[config.mk]
export PLATFORM = sky130hd
export DESIGN_NAME = wdue_engine
export DESIGN_NICKNAME = d
export VERILOG_FILES = /design/src/rtl/wdue_pkg.sv /design/src/rtl/wdue_engine.sv /design/src/rtl/wdue_interval_counter.sv
export SDC_FILE = /design/constraint.sdc
export NUM_CORES = 1
export LEC_CHECK = 0
export BUFFER_PORTS_ARGS = -buffer_cell sky130_fd_sc_hd__buf_2
export CORE_MARGIN = 2
export CORE_UTILIZATION = 65
export DETAILED_ROUTE_END_ITERATION = 16
export PLACE_DENSITY = 0.88
export REMOVE_ABC_BUFFERS = 1
export SETUP_SLACK_MARGIN = 0.5
export SLEW_MARGIN = 40
export SYNTH_ARGS = -nofsm -noshare
export SYNTH_HDL_FRONTEND = slang
export SYNTH_HIERARCHICAL = 1
export SYNTH_SLANG_ARGS = --single-unit
[constraint.sdc]
create_clock -name clk_sys -period 9.11 [get_ports clk_sys]
set_clock_uncertainty 0.1 [all_clocks]
set_input_delay 1.822 -clock clk_sys [delete_from_list [all_inputs] [get_ports clk_sys]]
set_output_delay 1.822 -clock clk_sys [all_outputs]
set_load 0.05 [all_outputs]
[src/rtl/wdue_pkg.sv]
package wdue_pkg;

   // ==========================================================
   // Timing
   localparam int CLK_PERIOD_NS = 10;
   localparam int US_NS = 1000;
   localparam int US_CYCLES = (US_NS + CLK_PERIOD_NS - 1) / CLK_PERIOD_NS;
   localparam logic [6:0] US_LAST = 7'(US_CYCLES - 1);

   // ==========================================================
   // Widths and depths
   localparam int SAMPLE_W = 32;
   localparam int CODE_W = 18;
   localparam int INTERVAL_W = 16;
   localparam int FIFO_DEPTH = 16;
   localparam int FIFO_AW = 4;
   localparam int COUNT_W = 32;
   localparam logic [INTERVAL_W-1:0] INTERVAL_RANGE_US = 16'hffff;

   // ==========================================================
   // Field positions
   localparam int CODE12_MSB = 11;
   localparam int CODE16_MSB = 15;
   localparam int HIRES_LSB = 14;
   localparam int HIRES_MSB = 31;

   // ==========================================================
   // Reset values
   localparam logic [CODE_W-1:0] RST_CODE = 18'h0;
   localparam logic [COUNT_W-1:0] RST_COUNT = 32'h0;
   localparam logic [INTERVAL_W-1:0] RST_DIV = 16'h0;

   // ==========================================================
   // Prescale users
   localparam int PS_USERS = 3;
   localparam int PS_ACQ = 0;
   localparam int PS_G1 = 1;
   localparam int PS_G2 = 2;

   typedef enum logic [1:0] {
      WDUE_RES12 = 2'h0,
      WDUE_RES16 = 2'h1,
      WDUE_RES18 = 2'h2
   } wdue_res_type;

   typedef enum logic [3:0] {
      WDUE_IDLE   = 4'h1,
      WDUE_ARMED  = 4'h2,
      WDUE_RUN    = 4'h4,
      WDUE_PAUSED = 4'h8
   } wdue_state_type;

   typedef struct packed {
      wdue_res_type res;
      logic bipolar;
      logic ext_clk_sel;
      logic ext_trig_sel;
      logic ps_en1;
      logic ps_en2;
      logic [INTERVAL_W-1:0] interval1;
      logic [INTERVAL_W-1:0] interval2;
      logic [INTERVAL_W-1:0] ps_div;
      logic [INTERVAL_W-1:0] buf_len;
      logic [FIFO_AW:0] refill_level;
   } wdue_cfg_type;

   typedef struct packed {
      logic running;
      logic paused;
      logic pause_pending;
      logic fifo_empty;
      logic fifo_full;
      logic refill_req;
      logic [PS_USERS-1:0] ps_owner;
      logic [PS_USERS-1:0] ps_conflict;
   } wdue_status_type;

endpackage : wdue_pkg

[src/rtl/wdue_engine.sv]
// Notes on behaviour
// - Unipolar 12-bit: code zero is zero volts, 4095 is full reference.
// - Unipolar 16-bit: code zero is zero volts, all ones is reference.
// - Bipolar 12-bit two's complement: -2048 is minus reference, 2047 plus.
// - Bipolar 16-bit two's complement: -32768 is minus reference, 32767 plus.
// - High-resolution: signed 18 bits in upper word bits, ten volt span.
// - A new sample goes out once per programmed update interval.
// - Intervals beyond 65535 us use a prescale counter as slower timebase.
// - Prescaler shared with acquisition only at identical timebase.
// - Group one and group two each have their own interval counter.
// - Either group may prescale, except group one in high-resolution mode; other group joins only at same timebase.
// - High-resolution mode: one sample clock times output and acquisition.
// - FIFO drained to converter on onboard or external update clock.
// - Output is strictly first in, first out.
// - Pause takes effect only once queued FIFO data has been output.
// - FIFO refill request level is programmable.
// - Generation may start from an external trigger.
// - While paused, samples stop and last voltage holds.
// - Resume continues from paused sample at same rate and buffer.
`timescale 1ns/100ps

module wdue_engine
   import wdue_pkg::*;
(
   input wire logic clk_sys,
   input wire logic sys_rst,
   input wire wdue_cfg_type cfg,
   input wire logic start_req,
   input wire logic pause_req,
   input wire logic resume_req,
   input wire logic clear_req,
   input wire logic ext_update_in,
   input wire logic ext_trig_in,
   input wire logic acq_ps_req,
   input wire logic [INTERVAL_W-1:0] acq_ps_div,
   input wire logic wr_valid,
   output logic wr_ready,
   input wire logic [SAMPLE_W-1:0] wr_data,
   input wire logic [SAMPLE_W-1:0] g2_sample,
   output logic [CODE_W-1:0] dac1_code_ff,
   output logic dac1_strobe_ff,
   output logic [CODE_W-1:0] dac2_code_ff,
   output logic dac2_strobe_ff,
   output logic ai_sample_tick,
   output logic [COUNT_W-1:0] points_written_count_ff,
   output logic [COUNT_W-1:0] iterations_written_count_ff,
   output wdue_status_type status
);

   // ==========================================================
   // Code conversion
   // Output codes are offset binary, left justified in CODE_W bits;
   // the converter maps zero to the low end of its selected span.
   function automatic logic [CODE_W-1:0] conv_code(
      input logic [SAMPLE_W-1:0] s,
      input wdue_res_type res,
      input logic bip
   );
      logic [CODE_W-1:0] c;
      c = RST_CODE;
      unique case (res)
         WDUE_RES12: begin
            c = {s[CODE12_MSB] ^ bip, s[CODE12_MSB-1:0], 6'h0};
         end
         WDUE_RES16: begin
            c = {s[CODE16_MSB] ^ bip, s[CODE16_MSB-1:0], 2'h0};
         end
         WDUE_RES18: begin
            c = {~s[HIRES_MSB], s[HIRES_MSB-1:HIRES_LSB]};
         end
         default: begin
            c = RST_CODE;
         end
      endcase
      return c;
   endfunction : conv_code

   // ==========================================================
   // Microsecond timebase and edge detection
   logic [6:0] us_cnt_ff;
   logic us_tick;
   logic upd_q_ff;
   logic trig_q_ff;
   logic ext_upd_edge;
   logic ext_trig_edge;

   assign us_tick = (us_cnt_ff == US_LAST);
   assign ext_upd_edge = ext_update_in && !upd_q_ff;
   assign ext_trig_edge = ext_trig_in && !trig_q_ff;

   always_ff @(posedge clk_sys or posedge sys_rst) begin
      if (sys_rst) begin
         us_cnt_ff <= 7'h0;
      end else if (us_tick) begin
         us_cnt_ff <= 7'h0;
      end else begin
         us_cnt_ff <= us_cnt_ff + 7'h1;
      end
   end

   always_ff @(posedge clk_sys or posedge sys_rst) begin
      if (sys_rst) begin
         upd_q_ff <= 1'b0;
         trig_q_ff <= 1'b0;
      end else begin
         upd_q_ff <= ext_update_in;
         trig_q_ff <= ext_trig_in;
      end
   end

   // ==========================================================
   // Run control
   wdue_state_type state_ff;
   logic pause_pend_ff;
   logic fifo_empty;
   logic run_active;

   assign run_active = (state_ff == WDUE_RUN);

   always_ff @(posedge clk_sys or posedge sys_rst) begin
      if (sys_rst) begin
         state_ff <= WDUE_IDLE;
      end else if (clear_req) begin
         state_ff <= WDUE_IDLE;
      end else begin
         unique case (state_ff)
            WDUE_IDLE: begin
               if (start_req) begin
                  state_ff <= cfg.ext_trig_sel ? WDUE_ARMED : WDUE_RUN;
               end
            end
            WDUE_ARMED: begin
               if (ext_trig_edge) begin
                  state_ff <= WDUE_RUN;
               end
            end
            WDUE_RUN: begin
               if (pause_pend_ff && fifo_empty) begin
                  state_ff <= WDUE_PAUSED;
               end
            end
            WDUE_PAUSED: begin
               if (resume_req) begin
                  state_ff <= WDUE_RUN;
               end
            end
            default: begin
               state_ff <= WDUE_IDLE;
            end
         endcase
      end
   end

   always_ff @(posedge clk_sys or posedge sys_rst) begin
      if (sys_rst) begin
         pause_pend_ff <= 1'b0;
      end else if (clear_req || state_ff != WDUE_RUN) begin
         pause_pend_ff <= 1'b0;
      end else if (pause_req) begin
         pause_pend_ff <= 1'b1;
      end
   end

   // ==========================================================
   // Shared prescale counter ownership
   // A user joins only when the prescaler is free or already runs at
   // its divisor; a mismatch is flagged and that user stalls.
   logic [PS_USERS-1:0] ps_req;
   logic [INTERVAL_W-1:0] ps_want [PS_USERS];
   logic [PS_USERS-1:0] ps_owner_ff;
   logic [PS_USERS-1:0] ps_conflict;
   logic [INTERVAL_W-1:0] ps_div_ff;
   logic ps_tick;

   assign ps_req[PS_ACQ] = acq_ps_req;
   assign ps_req[PS_G1] = cfg.ps_en1 && run_active && cfg.res != WDUE_RES18;
   assign ps_req[PS_G2] = cfg.ps_en2 && run_active;
   assign ps_want[PS_ACQ] = acq_ps_div;
   assign ps_want[PS_G1] = cfg.ps_div;
   assign ps_want[PS_G2] = cfg.ps_div;

   for (genvar u = 0; u < PS_USERS; u++) begin : g_ps_user
      assign ps_conflict[u] = ps_req[u] && !ps_owner_ff[u] && (ps_owner_ff != '0)
                              && (ps_want[u] != ps_div_ff);
   end

   always_ff @(posedge clk_sys or posedge sys_rst) begin
      if (sys_rst) begin
         ps_owner_ff <= '0;
         ps_div_ff <= RST_DIV;
      end else if (ps_owner_ff == '0) begin
         // Lowest index wins when several claim a free prescaler
         ps_owner_ff <= ps_req & (~ps_req + 3'h1);
         for (int i = PS_USERS - 1; i >= 0; i--) begin
            if (ps_req[i]) begin
               ps_div_ff <= ps_want[i];
            end
         end
      end else begin
         ps_owner_ff <= ps_req & (ps_owner_ff | ~ps_conflict);
      end
   end

   wdue_interval_counter u_prescale (
      .clk_sys(clk_sys),
      .sys_rst(sys_rst),
      .clr(ps_owner_ff == '0),
      .en(us_tick),
      .period(ps_div_ff),
      .tick(ps_tick)
   );

   // ==========================================================
   // Group update interval counters
   logic g1_en;
   logic g2_en;
   logic g1_cnt_tick;
   logic g2_cnt_tick;
   logic g1_tick;

   assign g1_en = run_active && (ps_req[PS_G1] ? (ps_tick && ps_owner_ff[PS_G1]) : us_tick);
   assign g2_en = run_active && (ps_req[PS_G2] ? (ps_tick && ps_owner_ff[PS_G2]) : us_tick);
   assign g1_tick = cfg.ext_clk_sel ? (run_active && ext_upd_edge) : g1_cnt_tick;
   assign ai_sample_tick = (cfg.res == WDUE_RES18) && g1_tick;

   wdue_interval_counter u_update_interval_counter1 (
      .clk_sys(clk_sys),
      .sys_rst(sys_rst),
      .clr(!(run_active || state_ff == WDUE_PAUSED) || clear_req),
      .en(g1_en),
      .period(cfg.interval1),
      .tick(g1_cnt_tick)
   );

   wdue_interval_counter u_update_interval_counter2 (
      .clk_sys(clk_sys),
      .sys_rst(sys_rst),
      .clr(!(run_active || state_ff == WDUE_PAUSED) || clear_req),
      .en(g2_en),
      .period(cfg.interval2),
      .tick(g2_cnt_tick)
   );

   // ==========================================================
   // Group one FIFO
   logic [SAMPLE_W-1:0] fifo_mem [FIFO_DEPTH];
   logic [FIFO_AW-1:0] wr_ptr_ff;
   logic [FIFO_AW-1:0] rd_ptr_ff;
   logic [FIFO_AW:0] level_ff;
   logic fifo_full;
   logic push;
   logic pop;

   assign fifo_empty = (level_ff == '0);
   assign fifo_full = (level_ff == 5'(FIFO_DEPTH));
   assign wr_ready = !fifo_full && !clear_req;
   assign push = wr_valid && wr_ready;
   assign pop = g1_tick && !fifo_empty && !clear_req;

   always_ff @(posedge clk_sys) begin
      if (push) begin
         fifo_mem[wr_ptr_ff] <= wr_data;
      end
   end

   always_ff @(posedge clk_sys or posedge sys_rst) begin
      if (sys_rst) begin
         wr_ptr_ff <= '0;
         rd_ptr_ff <= '0;
         level_ff <= '0;
      end else if (clear_req) begin
         wr_ptr_ff <= '0;
         rd_ptr_ff <= '0;
         level_ff <= '0;
      end else begin
         if (push) begin
            wr_ptr_ff <= wr_ptr_ff + 4'h1;
         end
         if (pop) begin
            rd_ptr_ff <= rd_ptr_ff + 4'h1;
         end
         level_ff <= level_ff + 5'(push) - 5'(pop);
      end
   end

   // ==========================================================
   // Converter outputs
   // Codes only change on an update; pause freezes the counters so the
   // last voltage holds without any extra register.
   always_ff @(posedge clk_sys or posedge sys_rst) begin
      if (sys_rst) begin
         dac1_code_ff <= RST_CODE;
         dac1_strobe_ff <= 1'b0;
      end else begin
         dac1_strobe_ff <= pop;
         if (pop) begin
            dac1_code_ff <= conv_code(fifo_mem[rd_ptr_ff], cfg.res, cfg.bipolar);
         end
      end
   end

   always_ff @(posedge clk_sys or posedge sys_rst) begin
      if (sys_rst) begin
         dac2_code_ff <= RST_CODE;
         dac2_strobe_ff <= 1'b0;
      end else begin
         dac2_strobe_ff <= g2_cnt_tick;
         if (g2_cnt_tick) begin
            dac2_code_ff <= conv_code(g2_sample, cfg.res, cfg.bipolar);
         end
      end
   end

   // ==========================================================
   // Progress counts follow FIFO writes, so they lead the analog output
   logic [INTERVAL_W-1:0] pos_ff;

   always_ff @(posedge clk_sys or posedge sys_rst) begin
      if (sys_rst) begin
         pos_ff <= RST_DIV;
         points_written_count_ff <= RST_COUNT;
         iterations_written_count_ff <= RST_COUNT;
      end else if (clear_req) begin
         pos_ff <= RST_DIV;
         points_written_count_ff <= RST_COUNT;
         iterations_written_count_ff <= RST_COUNT;
      end else if (push) begin
         points_written_count_ff <= points_written_count_ff + 32'h1;
         if (pos_ff + 16'h1 >= cfg.buf_len) begin
            pos_ff <= RST_DIV;
            iterations_written_count_ff <= iterations_written_count_ff + 32'h1;
         end else begin
            pos_ff <= pos_ff + 16'h1;
         end
      end
   end

   // ==========================================================
   // Status
   always_comb begin
      status = '0;
      status.running = run_active;
      status.paused = (state_ff == WDUE_PAUSED);
      status.pause_pending = pause_pend_ff;
      status.fifo_empty = fifo_empty;
      status.fifo_full = fifo_full;
      status.refill_req = (level_ff <= cfg.refill_level);
      status.ps_owner = ps_owner_ff;
      status.ps_conflict = ps_conflict;
   end

   // ==========================================================
   // Assertions
   property p_full_refuses;
      @(posedge clk_sys) disable iff (sys_rst)
      fifo_full |-> !wr_ready ##1 (level_ff <= 5'(FIFO_DEPTH));
   endproperty
   a_full_refuses: assert property (p_full_refuses) else $error("write taken while full");

   property p_clear_flush;
      @(posedge clk_sys) disable iff (sys_rst)
      clear_req |=> fifo_empty && points_written_count_ff == '0 && state_ff == WDUE_IDLE;
   endproperty
   a_clear_flush: assert property (p_clear_flush) else $error("clear left state behind");

   property p_points_follow_writes;
      @(posedge clk_sys) disable iff (sys_rst)
      push && !clear_req |=> points_written_count_ff == $past(points_written_count_ff) + 32'h1;
   endproperty
   a_points_follow_writes: assert property (p_points_follow_writes) else $error("count missed write");

   property p_pause_waits;
      @(posedge clk_sys) disable iff (sys_rst)
      run_active && !fifo_empty |=> state_ff != WDUE_PAUSED;
   endproperty
   a_pause_waits: assert property (p_pause_waits) else $error("paused with data queued");

   property p_pause_holds;
      @(posedge clk_sys) disable iff (sys_rst)
      state_ff == WDUE_PAUSED ##1 state_ff == WDUE_PAUSED |-> $stable(dac1_code_ff) && !dac1_strobe_ff;
   endproperty
   a_pause_holds: assert property (p_pause_holds) else $error("output moved while paused");

   property p_code_order;
      @(posedge clk_sys) disable iff (sys_rst)
      pop ##1 !$changed(cfg) |-> dac1_code_ff == conv_code($past(fifo_mem[rd_ptr_ff]), cfg.res, cfg.bipolar);
   endproperty
   a_code_order: assert property (p_code_order) else $error("wrong code at converter");

   property p_update_spacing;
      @(posedge clk_sys) disable iff (sys_rst)
      g1_cnt_tick && !cfg.ext_clk_sel |=> !g1_cnt_tick [*8];
   endproperty
   a_update_spacing: assert property (p_update_spacing) else $error("updates too close");

   property p_prescale_share;
      @(posedge clk_sys) disable iff (sys_rst)
      ps_owner_ff[PS_ACQ] && ps_owner_ff[PS_G1] |-> acq_ps_div == cfg.ps_div;
   endproperty
   a_prescale_share: assert property (p_prescale_share) else $error("prescaler shared at two rates");

   property p_trigger_start;
      @(posedge clk_sys) disable iff (sys_rst)
      state_ff == WDUE_ARMED && ext_trig_edge && !clear_req |=> run_active;
   endproperty
   a_trigger_start: assert property (p_trigger_start) else $error("trigger did not start");

endmodule : wdue_engine

[src/rtl/wdue_interval_counter.sv]
`timescale 1ns/100ps

module wdue_interval_counter
   import wdue_pkg::*;
(
   input wire logic clk_sys,
   input wire logic sys_rst,
   input wire logic clr,
   input wire logic en,
   input wire logic [INTERVAL_W-1:0] period,
   output logic tick
);

   logic [INTERVAL_W-1:0] cnt_ff;
   logic [INTERVAL_W-1:0] last_val;

   // A zero period behaves as one so the counter can never lock up
   assign last_val = (period == RST_DIV) ? RST_DIV : period - 16'h1;
   assign tick = en && !clr && (cnt_ff >= last_val);

   always_ff @(posedge clk_sys or posedge sys_rst) begin
      if (sys_rst) begin
         cnt_ff <= RST_DIV;
      end else if (clr || tick) begin
         cnt_ff <= RST_DIV;
      end else if (en) begin
         cnt_ff <= cnt_ff + 16'h1;
      end
   end

endmodule : wdue_interval_counter

==> results of run 1 <==
[how the worst max path moves through the flow]
stage / end / slack [ps] / cells past startpoint / startpoint
2_1_floorplan: ai_sample_tick / 2260 / 13 / cfg[61]
3_3_place_gp: level_ff[4] / 1440 / 24 / cfg[61]
3_5_place_dp: level_ff[4] / 1310 / 24 / cfg[61]
4_1_cts: ai_sample_tick / 1370 / 19 / ps_div_ff[5]
5_1_grt: ai_sample_tick / 920 / 18 / ps_div_ff[4]
6_report: ai_sample_tick / 1360 / 15 / cfg[61]
[area by class of cell]
cell class              count  area share [%]
clock inverters            40           1.207
diodes                      6         0.03958
inverters                  71          0.7289
flip-flops and latches    724           54.54
well taps                 672           2.216
multi-input cells        1415           31.59
clock buffers              93           5.228
repair buffers            312           4.443
[layer usage]
metal	GRT usage (%)	part of all wire, %	routed length [um]	vias to the layer above
li1	-	-	-	9351
met5	0	0.031	29	-
met4	16.31	5.0	4652	4
met3	6.942	9.3	8531	303
met2	60.66	51	46730	1374
met1	43.61	35	32260	10990
[state kept, by name, summed over array words and instances, names as in the netlist]
register / count
fifo_mem: 512
iterations_written_count_ff: 32
points_written_count_ff: 32
dac1_code_ff: 18
dac2_code_ff: 18
pos_ff: 16
ps_div_ff: 16
u_prescale/cnt_ff: 16
u_update_interval_counter1/cnt_ff: 16
u_update_interval_counter2/cnt_ff: 16
us_cnt_ff: 7
level_ff: 5
rd_ptr_ff: 4
state_ff: 4
wr_ptr_ff: 4
ps_owner_ff: 3
dac1_strobe_ff: 1
dac2_strobe_ff: 1
pause_pend_ff: 1
trig_q_ff: 1
upd_q_ff: 1
[kinds of logic after synthesis]
logic type      Yosys count  synth area share, %
mux                     206                11.99
buf+inv                 169                2.313
simple gates            688                10.37
compound gates          250                5.043
fa+ha+maj                96                3.627
flops                   724                62.06
xor+xnor                175                4.600
[worst max-delay path, cell delays in order]
cell	delay, ps
buf_2	110
or3_4	390
nor3_1	360
nand4_1	560
and2_1	380
ha_1	260
nand2b_1	140
a2111oi_0	370
nand3b_1	200
and4_1	310
nor2_1	70
and2b_1	180
a41oi_4	280
nor2_1	130
buf_2	260
[where the power goes]
group,total [mW],internal [mW],switching (mW)
Clock,3.07,1.74,1.33
Combinational,0.587,0.205,0.382
Sequential,3.68,3.61,0.0695
Total,7.33,5.55,1.78
[cell usage after synthesis, drive strengths merged (56+ instances only)]
cell | n | share of area, %
clkbuf | 56 | 0.64
nand4 | 60 | 1.1
xor2 | 89 | 2.3
dfrtp | 211 | 16
a21oi | 85 | 1.3
inv | 71 | 0.81
xnor2 | 86 | 2.3
mux4 | 154 | 10
nand3 | 69 | 1.1
edfxtp | 512 | 46
nor2 | 209 | 2.4
ha | 95 | 3.6
nand2 | 170 | 1.9
==> reports/results.txt, run 1 <==
Status - completed
Post-Route WL - 92200 um
Total GRT Usage - 35.32%
DRT iter0 DRCs - 2374
Filler cells - 2914
Post-CTS Setup Bufs - 0
Post-place instance area - 35450 sq um
Flop2flop setup slack - 2090 ps
Max Root-Sink Buffers - 3
Hold WC Path Type - flop to flop
Worst Path Max Fanout - 16
Vias in the first global route - 22510
Largest net degree at the start of global routing - 90
First-pass GRT wire length - 138900 um
H-tree levels - 3
Pre-CTS setup slack - 1308 ps
Remaining DRCs - 0
DR vias - 22020
Post-Layout Inst Area - 37940 sq um
Hold Buf Count CTS - 0
FFs w/ async S/R, synth - 29.28%
FF-to-FF End - level_ff[4]
Synthesized flop and latch total - 724
Worst-margin pin slew - 918.1 ps
Tot Pwr - 7.332 mW
Final Util - 75.30%
Mean Syn Cell Area - 14.44 sq um
Required time worst endpoint - 7190 ps
Mapped Area - 33320 sq um
TNS Setup - 0 ps
Endpoints failing setup - 0
Max-slew violations - 0
Synthesized instance count - 2308
Initial Util - 66.15%
Drt first pass iters - 6
Endpoint type of the worst setup path - primary output
Netlist cell types - 89
Row count - 82
Final worst slack - 1363 ps
Max IR drop VDD - 0.3079 mV
Final Non-Filler Cells - 3333
# IOs - 282
CTS tree - yes
Min Hold Slack - 385.5 ps
Register area - 20690 sq um
Post-CTS sizing - 0
Leak Pwr - 14.49 nW
Area Overhead vs Synth - 13.84%
Hold wc startpoint - us_cnt_ff[0]
Latest clock arrival within the worst-skew pair - 650 ps
Worst hold endpoint - us_cnt_ff[0]
Placed Instances - 3193
Gr ovfl total - 0
Synth Flop Type - edfxtp_1
Number of enable flip-flop cells after synthesis - 512
Startpoint Class - input port
Critical path start-end classification - input port to primary output
CTS buffer count - 74
Die Area - 53090 sq um
WL/cell - 27.66 um
Routed Antenna Nets - 0
Num Clock Sinks - 724
Via density - 6.606
Final Cycle Share - 85.03%
Hpwl dp - 54530 um
Area of the multi-input gates - 11990 sq um
Die W - 230.4 um
Highest Clock Rate - 129.1 MHz
Worst-path clk slew - 60 ps
Vert. Die Dim - 230.4 um
Commonest non-fill, non-tap cells in the layout - 512 x edfxtp_1, 281 x buf_2, 207 x dfrtp_1
Minimum clock period - 7747 ps
Slew margin rel. - 38.23%
Core area - 50380 sq um
Yosys warns - 6
Final Wtd Congestion - 0.9110
RSZ-0062 raised after global routing - no
Initial antenna violation count - 8
FF-to-FF path depth - 28
Fin. Hold Viols - 0
Post-synthesis sequential area ratio - 62.06%
Final nets - 2860
Max-Cap Viols - 0
Crit path DAT - 5820 ps
R2r startpoint - ps_div_ff[5]
Power per cell area - 193.3 nW/um^2
Clock root buffer - clkbuf_16
Layout cells sized above 1 - 24.33%
Most common cell after layout, fill and taps aside - edfxtp_1
# port buffers - 281
Worst Hold Path Cells - 1
(Power assumes the default switching activity.)
==> inputs of run 2 (changes only) <==
- CORE_UTILIZATION: 65 -> 60
- PLACE_DENSITY: 0.88 -> 0.82
- SYNTH_HIERARCHICAL: 1 -> default
==> reports/results.txt, run 2 <==
Die W - 238.7 um (was 230.4 um)
CP startpoint - cfg[56] (was cfg[61])
Tot Pwr - 7.731 mW (was 7.332 mW)
Minimum clock period - 7623 ps (was 7747 ps)
Largest register FFs - 512 (unchanged)
Fin. Hold Viols - 0 (unchanged)
Hold wc startpoint - us_cnt_ff[0] (unchanged)
FF-to-FF End - level_ff[4] (unchanged)
Final Cycle Share - 83.68% (was 85.03%)
Power Internal - 5.747 mW (was 5.549 mW)
Die Area - 56990 sq um (was 53090 sq um)
Endpoint type of the worst setup path - primary output (unchanged)
Largest stage delay on the critical path - 420 ps (was 560 ps)
TNS Setup - 0 ps (unchanged)
Regs by FF count - fifo_mem: 512 flops, iterations_written_count_ff: 32 flops, points_written_count_ff: 32 flops (unchanged)
DRT iter0 DRCs - 2134 (was 2374)
Max-Cap Viols - 0 (unchanged)
# IOs - 282 (unchanged)
Synthesized flop and latch total - 724 (unchanged)
Critical path start-end classification - input port to primary output (unchanged)
Biggest register - fifo_mem (unchanged)
Number of enable flip-flop cells after synthesis - 512 (unchanged)
Post-Route WL - 83890 um (was 92200 um)
Area Overhead vs Synth - 14.18% (was 13.84%)
Routed Antenna Nets - 0 (unchanged)
Endpoints failing setup - 0 (unchanged)
Hold Buf Count CTS - 0 (unchanged)
First-pass GRT wire length - 127100 um (was 138900 um)
Worst Path Max Fanout - 5 (was 16)
Flop2flop setup slack - 2670 ps (was 2090 ps)
Core area - 54770 sq um (was 50380 sq um)
Via density - 6.317 (was 6.606)
Final Wtd Congestion - 0.8762 (was 0.9110)
Initial Util - 60.36% (was 66.15%)
Num Clock Sinks - 724 (unchanged)
Netlist cell types - 74 (was 89)
Yosys warns - 0 (was 6)
Largest net degree at the start of global routing - 105 (was 90)
Row count - 86 (was 82)
Switching share of total power - 25.66% (was 24.32%)
FFs w/ async S/R, synth - 29.28% (unchanged)
Worst-path clk slew - 60 ps (about the same)
Remaining DRCs - 0 (unchanged)
NetSw - 1.984 mW (was 1.783 mW)
H-tree levels - 3 (unchanged)
Total GRT Usage - 29.79% (was 35.32%)
Most common cell after layout, fill and taps aside - edfxtp_1 (unchanged)
Gr ovfl total - 0 (unchanged)
Post-synthesis sequential area ratio - 62.56% (was 62.06%)
Latest clock arrival within the worst-skew pair - 620 ps (was 650 ps)
# port buffers - 281 (unchanged)
Slew margin rel. - 45.73% (was 38.23%)
Layout cells sized above 1 - 23.95% (was 24.33%)
Post-synth top cells - 512 x edfxtp_1, 211 x dfrtp_1, 200 x nor2_1, 155 x mux4_2, 129 x a21oi_1 (was 512 x edfxtp_1, 211 x dfrtp_1, 207 x nor2_1, 168 x nand2_1, 154 x mux4_2)
DR vias - 21190 (was 22020)
Leak Pwr - 14.32 nW (was 14.49 nW)
CP Capture Point - ai_sample_tick (unchanged)
RSZ-0062 raised after global routing - no (unchanged)
Cells along the critical path - buf_2 > or3_1 > nor4_1 > nor4b_2 > nand2_1 > or3_1 > nor3_1 > a21oi_1 > ha_1 > nand4_1 > nor4_1 > a2111o_1 > a41oi_2 > nor2_1 > buf_2 (was buf_2 > or3_4 > nor3_1 > nand4_1 > and2_1 > ha_1 > nand2b_1 > a2111oi_0 > nand3b_1 > and4_1 > nor2_1 > and2b_1 > a41oi_4 > nor2_1 > buf_2)
FF-to-FF path depth - 22 (was 28)
Max Root-Sink Buffers - 3 (unchanged)
CTS tree - yes (unchanged)
Synthesized instance count - 2298 (was 2308)
Commonest non-fill, non-tap cells in the layout - 512 x edfxtp_1, 281 x buf_2, 207 x dfrtp_1 (unchanged)
Power per cell area - 204.8 nW/um^2 (was 193.3 nW/um^2)
Logic gate share of total power - 11.4% (was 8.0%)
Power share of the sequential group - 48.7% (was 50.1%)
Post-CTS sizing - 0 (unchanged)
Slowest CP cell - or3_1 (was nand4_1)
Post-CTS Setup Bufs - 0 (unchanged)
Final nets - 2842 (was 2860)
Vert. Die Dim - 238.7 um (was 230.4 um)
Startpoint Class - input port (unchanged)
Worst-margin pin slew - 814.0 ps (was 918.1 ps)
Vias in the first global route - 21690 (was 22510)
Final Non-Filler Cells - 3354 (was 3333)
CTS buffer count - 75 (was 74)
Clock root buffer - clkbuf_16 (unchanged)
Mean Syn Cell Area - 14.39 sq um (was 14.44 sq um)
Placed Instances - 3208 (was 3193)
Synth top area cells - edfxtp_1 47%, dfrtp_1 16%, mux4_2 11% (was edfxtp_1 46%, dfrtp_1 16%, mux4_2 10%)
Synth Flop Type - edfxtp_1 (unchanged)
Hpwl dp - 49470 um (was 54530 um)
Initial antenna violation count - 12 (was 8)
Highest Clock Rate - 131.2 MHz (was 129.1 MHz)
Hold WC Path Type - flop to flop (unchanged)
Clock Power Share - 39.9% (was 41.9%)
Max-slew violations - 0 (unchanged)
Count leader, synth - edfxtp_1 (unchanged)
Crit path DAT - 5700 ps (was 5820 ps)
WL/cell - 25.01 um (was 27.66 um)
Max IR drop VDD - 0.1737 mV (was 0.3079 mV)
R2r startpoint - ps_div_ff[6] (was ps_div_ff[5])
Required time worst endpoint - 7190 ps (about the same)
Area leader, netlist - edfxtp_1 (unchanged)
Status - completed (unchanged)
Share of the synthesized area in the top cell type - 46.51% (was 46.14%)
Drt first pass iters - 5 (was 6)
Mapped Area - 33060 sq um (was 33320 sq um)
-- run 2: cell types whose count changed after synthesis, moves of 24 or more --
cell     before  now
nand2_1     168  123
o21ai_0      33   62
a21oi_1      84  129
a22oi_1      33    9
nand4_1      59   29
xor2_1       89   60
-- run 2: power by group through the flow --
stage / sequential [mW] / combinational (mW) / clock [mW]
final: 3.76 / 0.881 / 3.09
after global routing: 3.77 / 0.957 / 3.24
after CTS: 3.76 / 0.878 / 3.12
after detailed placement: 3.82 / 0.869 / 0
after global placement: 3.81 / 0.830 / 0
after floorplan: 3.93 / 0.433 / 0
-- run 2: metrics by stage --
| step | utilization (%) | hold slack [ps] | area [sq um] | setup WS [ps] |
|---|---|---|---|---|
| after global placement | 64.23 | 361.8 | 35180 | 1687 |
| after floorplan | - | 355.3 | 32570 | 1395 |
| after CTS | 68.81 | 387.2 | 37680 | 1483 |
| after global routing | 68.90 | 411.4 | 37730 | 1134 |
| final | 68.92 | 386.6 | 37750 | 1487 |
| after detailed placement | 64.33 | 380.1 | 35230 | 1456 |
-- run 2: worst max-delay path: cells and delay by family --
kind | cells | cell delay [ps]
adders and majority gates | 1 | 300
AOI/OAI and AO/OA | 3 | 610
buffers and inverters | 2 | 440
and+or+nand+nor | 9 | 2520
-- run 2: final cells by class --
cell class | instances | area [sq um]
multi-input combinational | 1400 | 11710
sequential | 724 | 20690
fill | 3539 | 17030
timing repair buffer | 317 | 1728
inverter | 64 | 252.7
tap | 704 | 880.8
clock inverter | 38 | 421.7
antenna | 11 | 27.53
clock buffer | 96 | 2032
-- run 2: kinds of logic after synthesis --
logic type,share of synthesized area (%)
AO/OA/AOI/OAI,5.397
XOR/XNOR,4.107
adder cells (fa/ha/maj),3.580
buffers and inverters,2.210
flip-flops,62.56
multiplexers,12.10
AND/OR/NAND/NOR,10.05
-- run 2: per-layer routing --
layer	global-route usage, %	vias to the layer above	wire (um)
met2	50.33	999	42490
met5	0	-	35
met1	38.23	10680	31250
met3	5.855	209	6997
li1	-	9292	-
met4	11.97	6	3114
-- run 2: worst min-delay path by stage --
stage / endpoint / depth (start not counted)
after floorplan: us_cnt_ff[0] / 1
after global placement: points_written_count_ff[31] / 1
after detailed placement: points_written_count_ff[31] / 1
after CTS: us_cnt_ff[0] / 1
after global routing: points_written_count_ff[16] / 1
final: us_cnt_ff[0] / 1
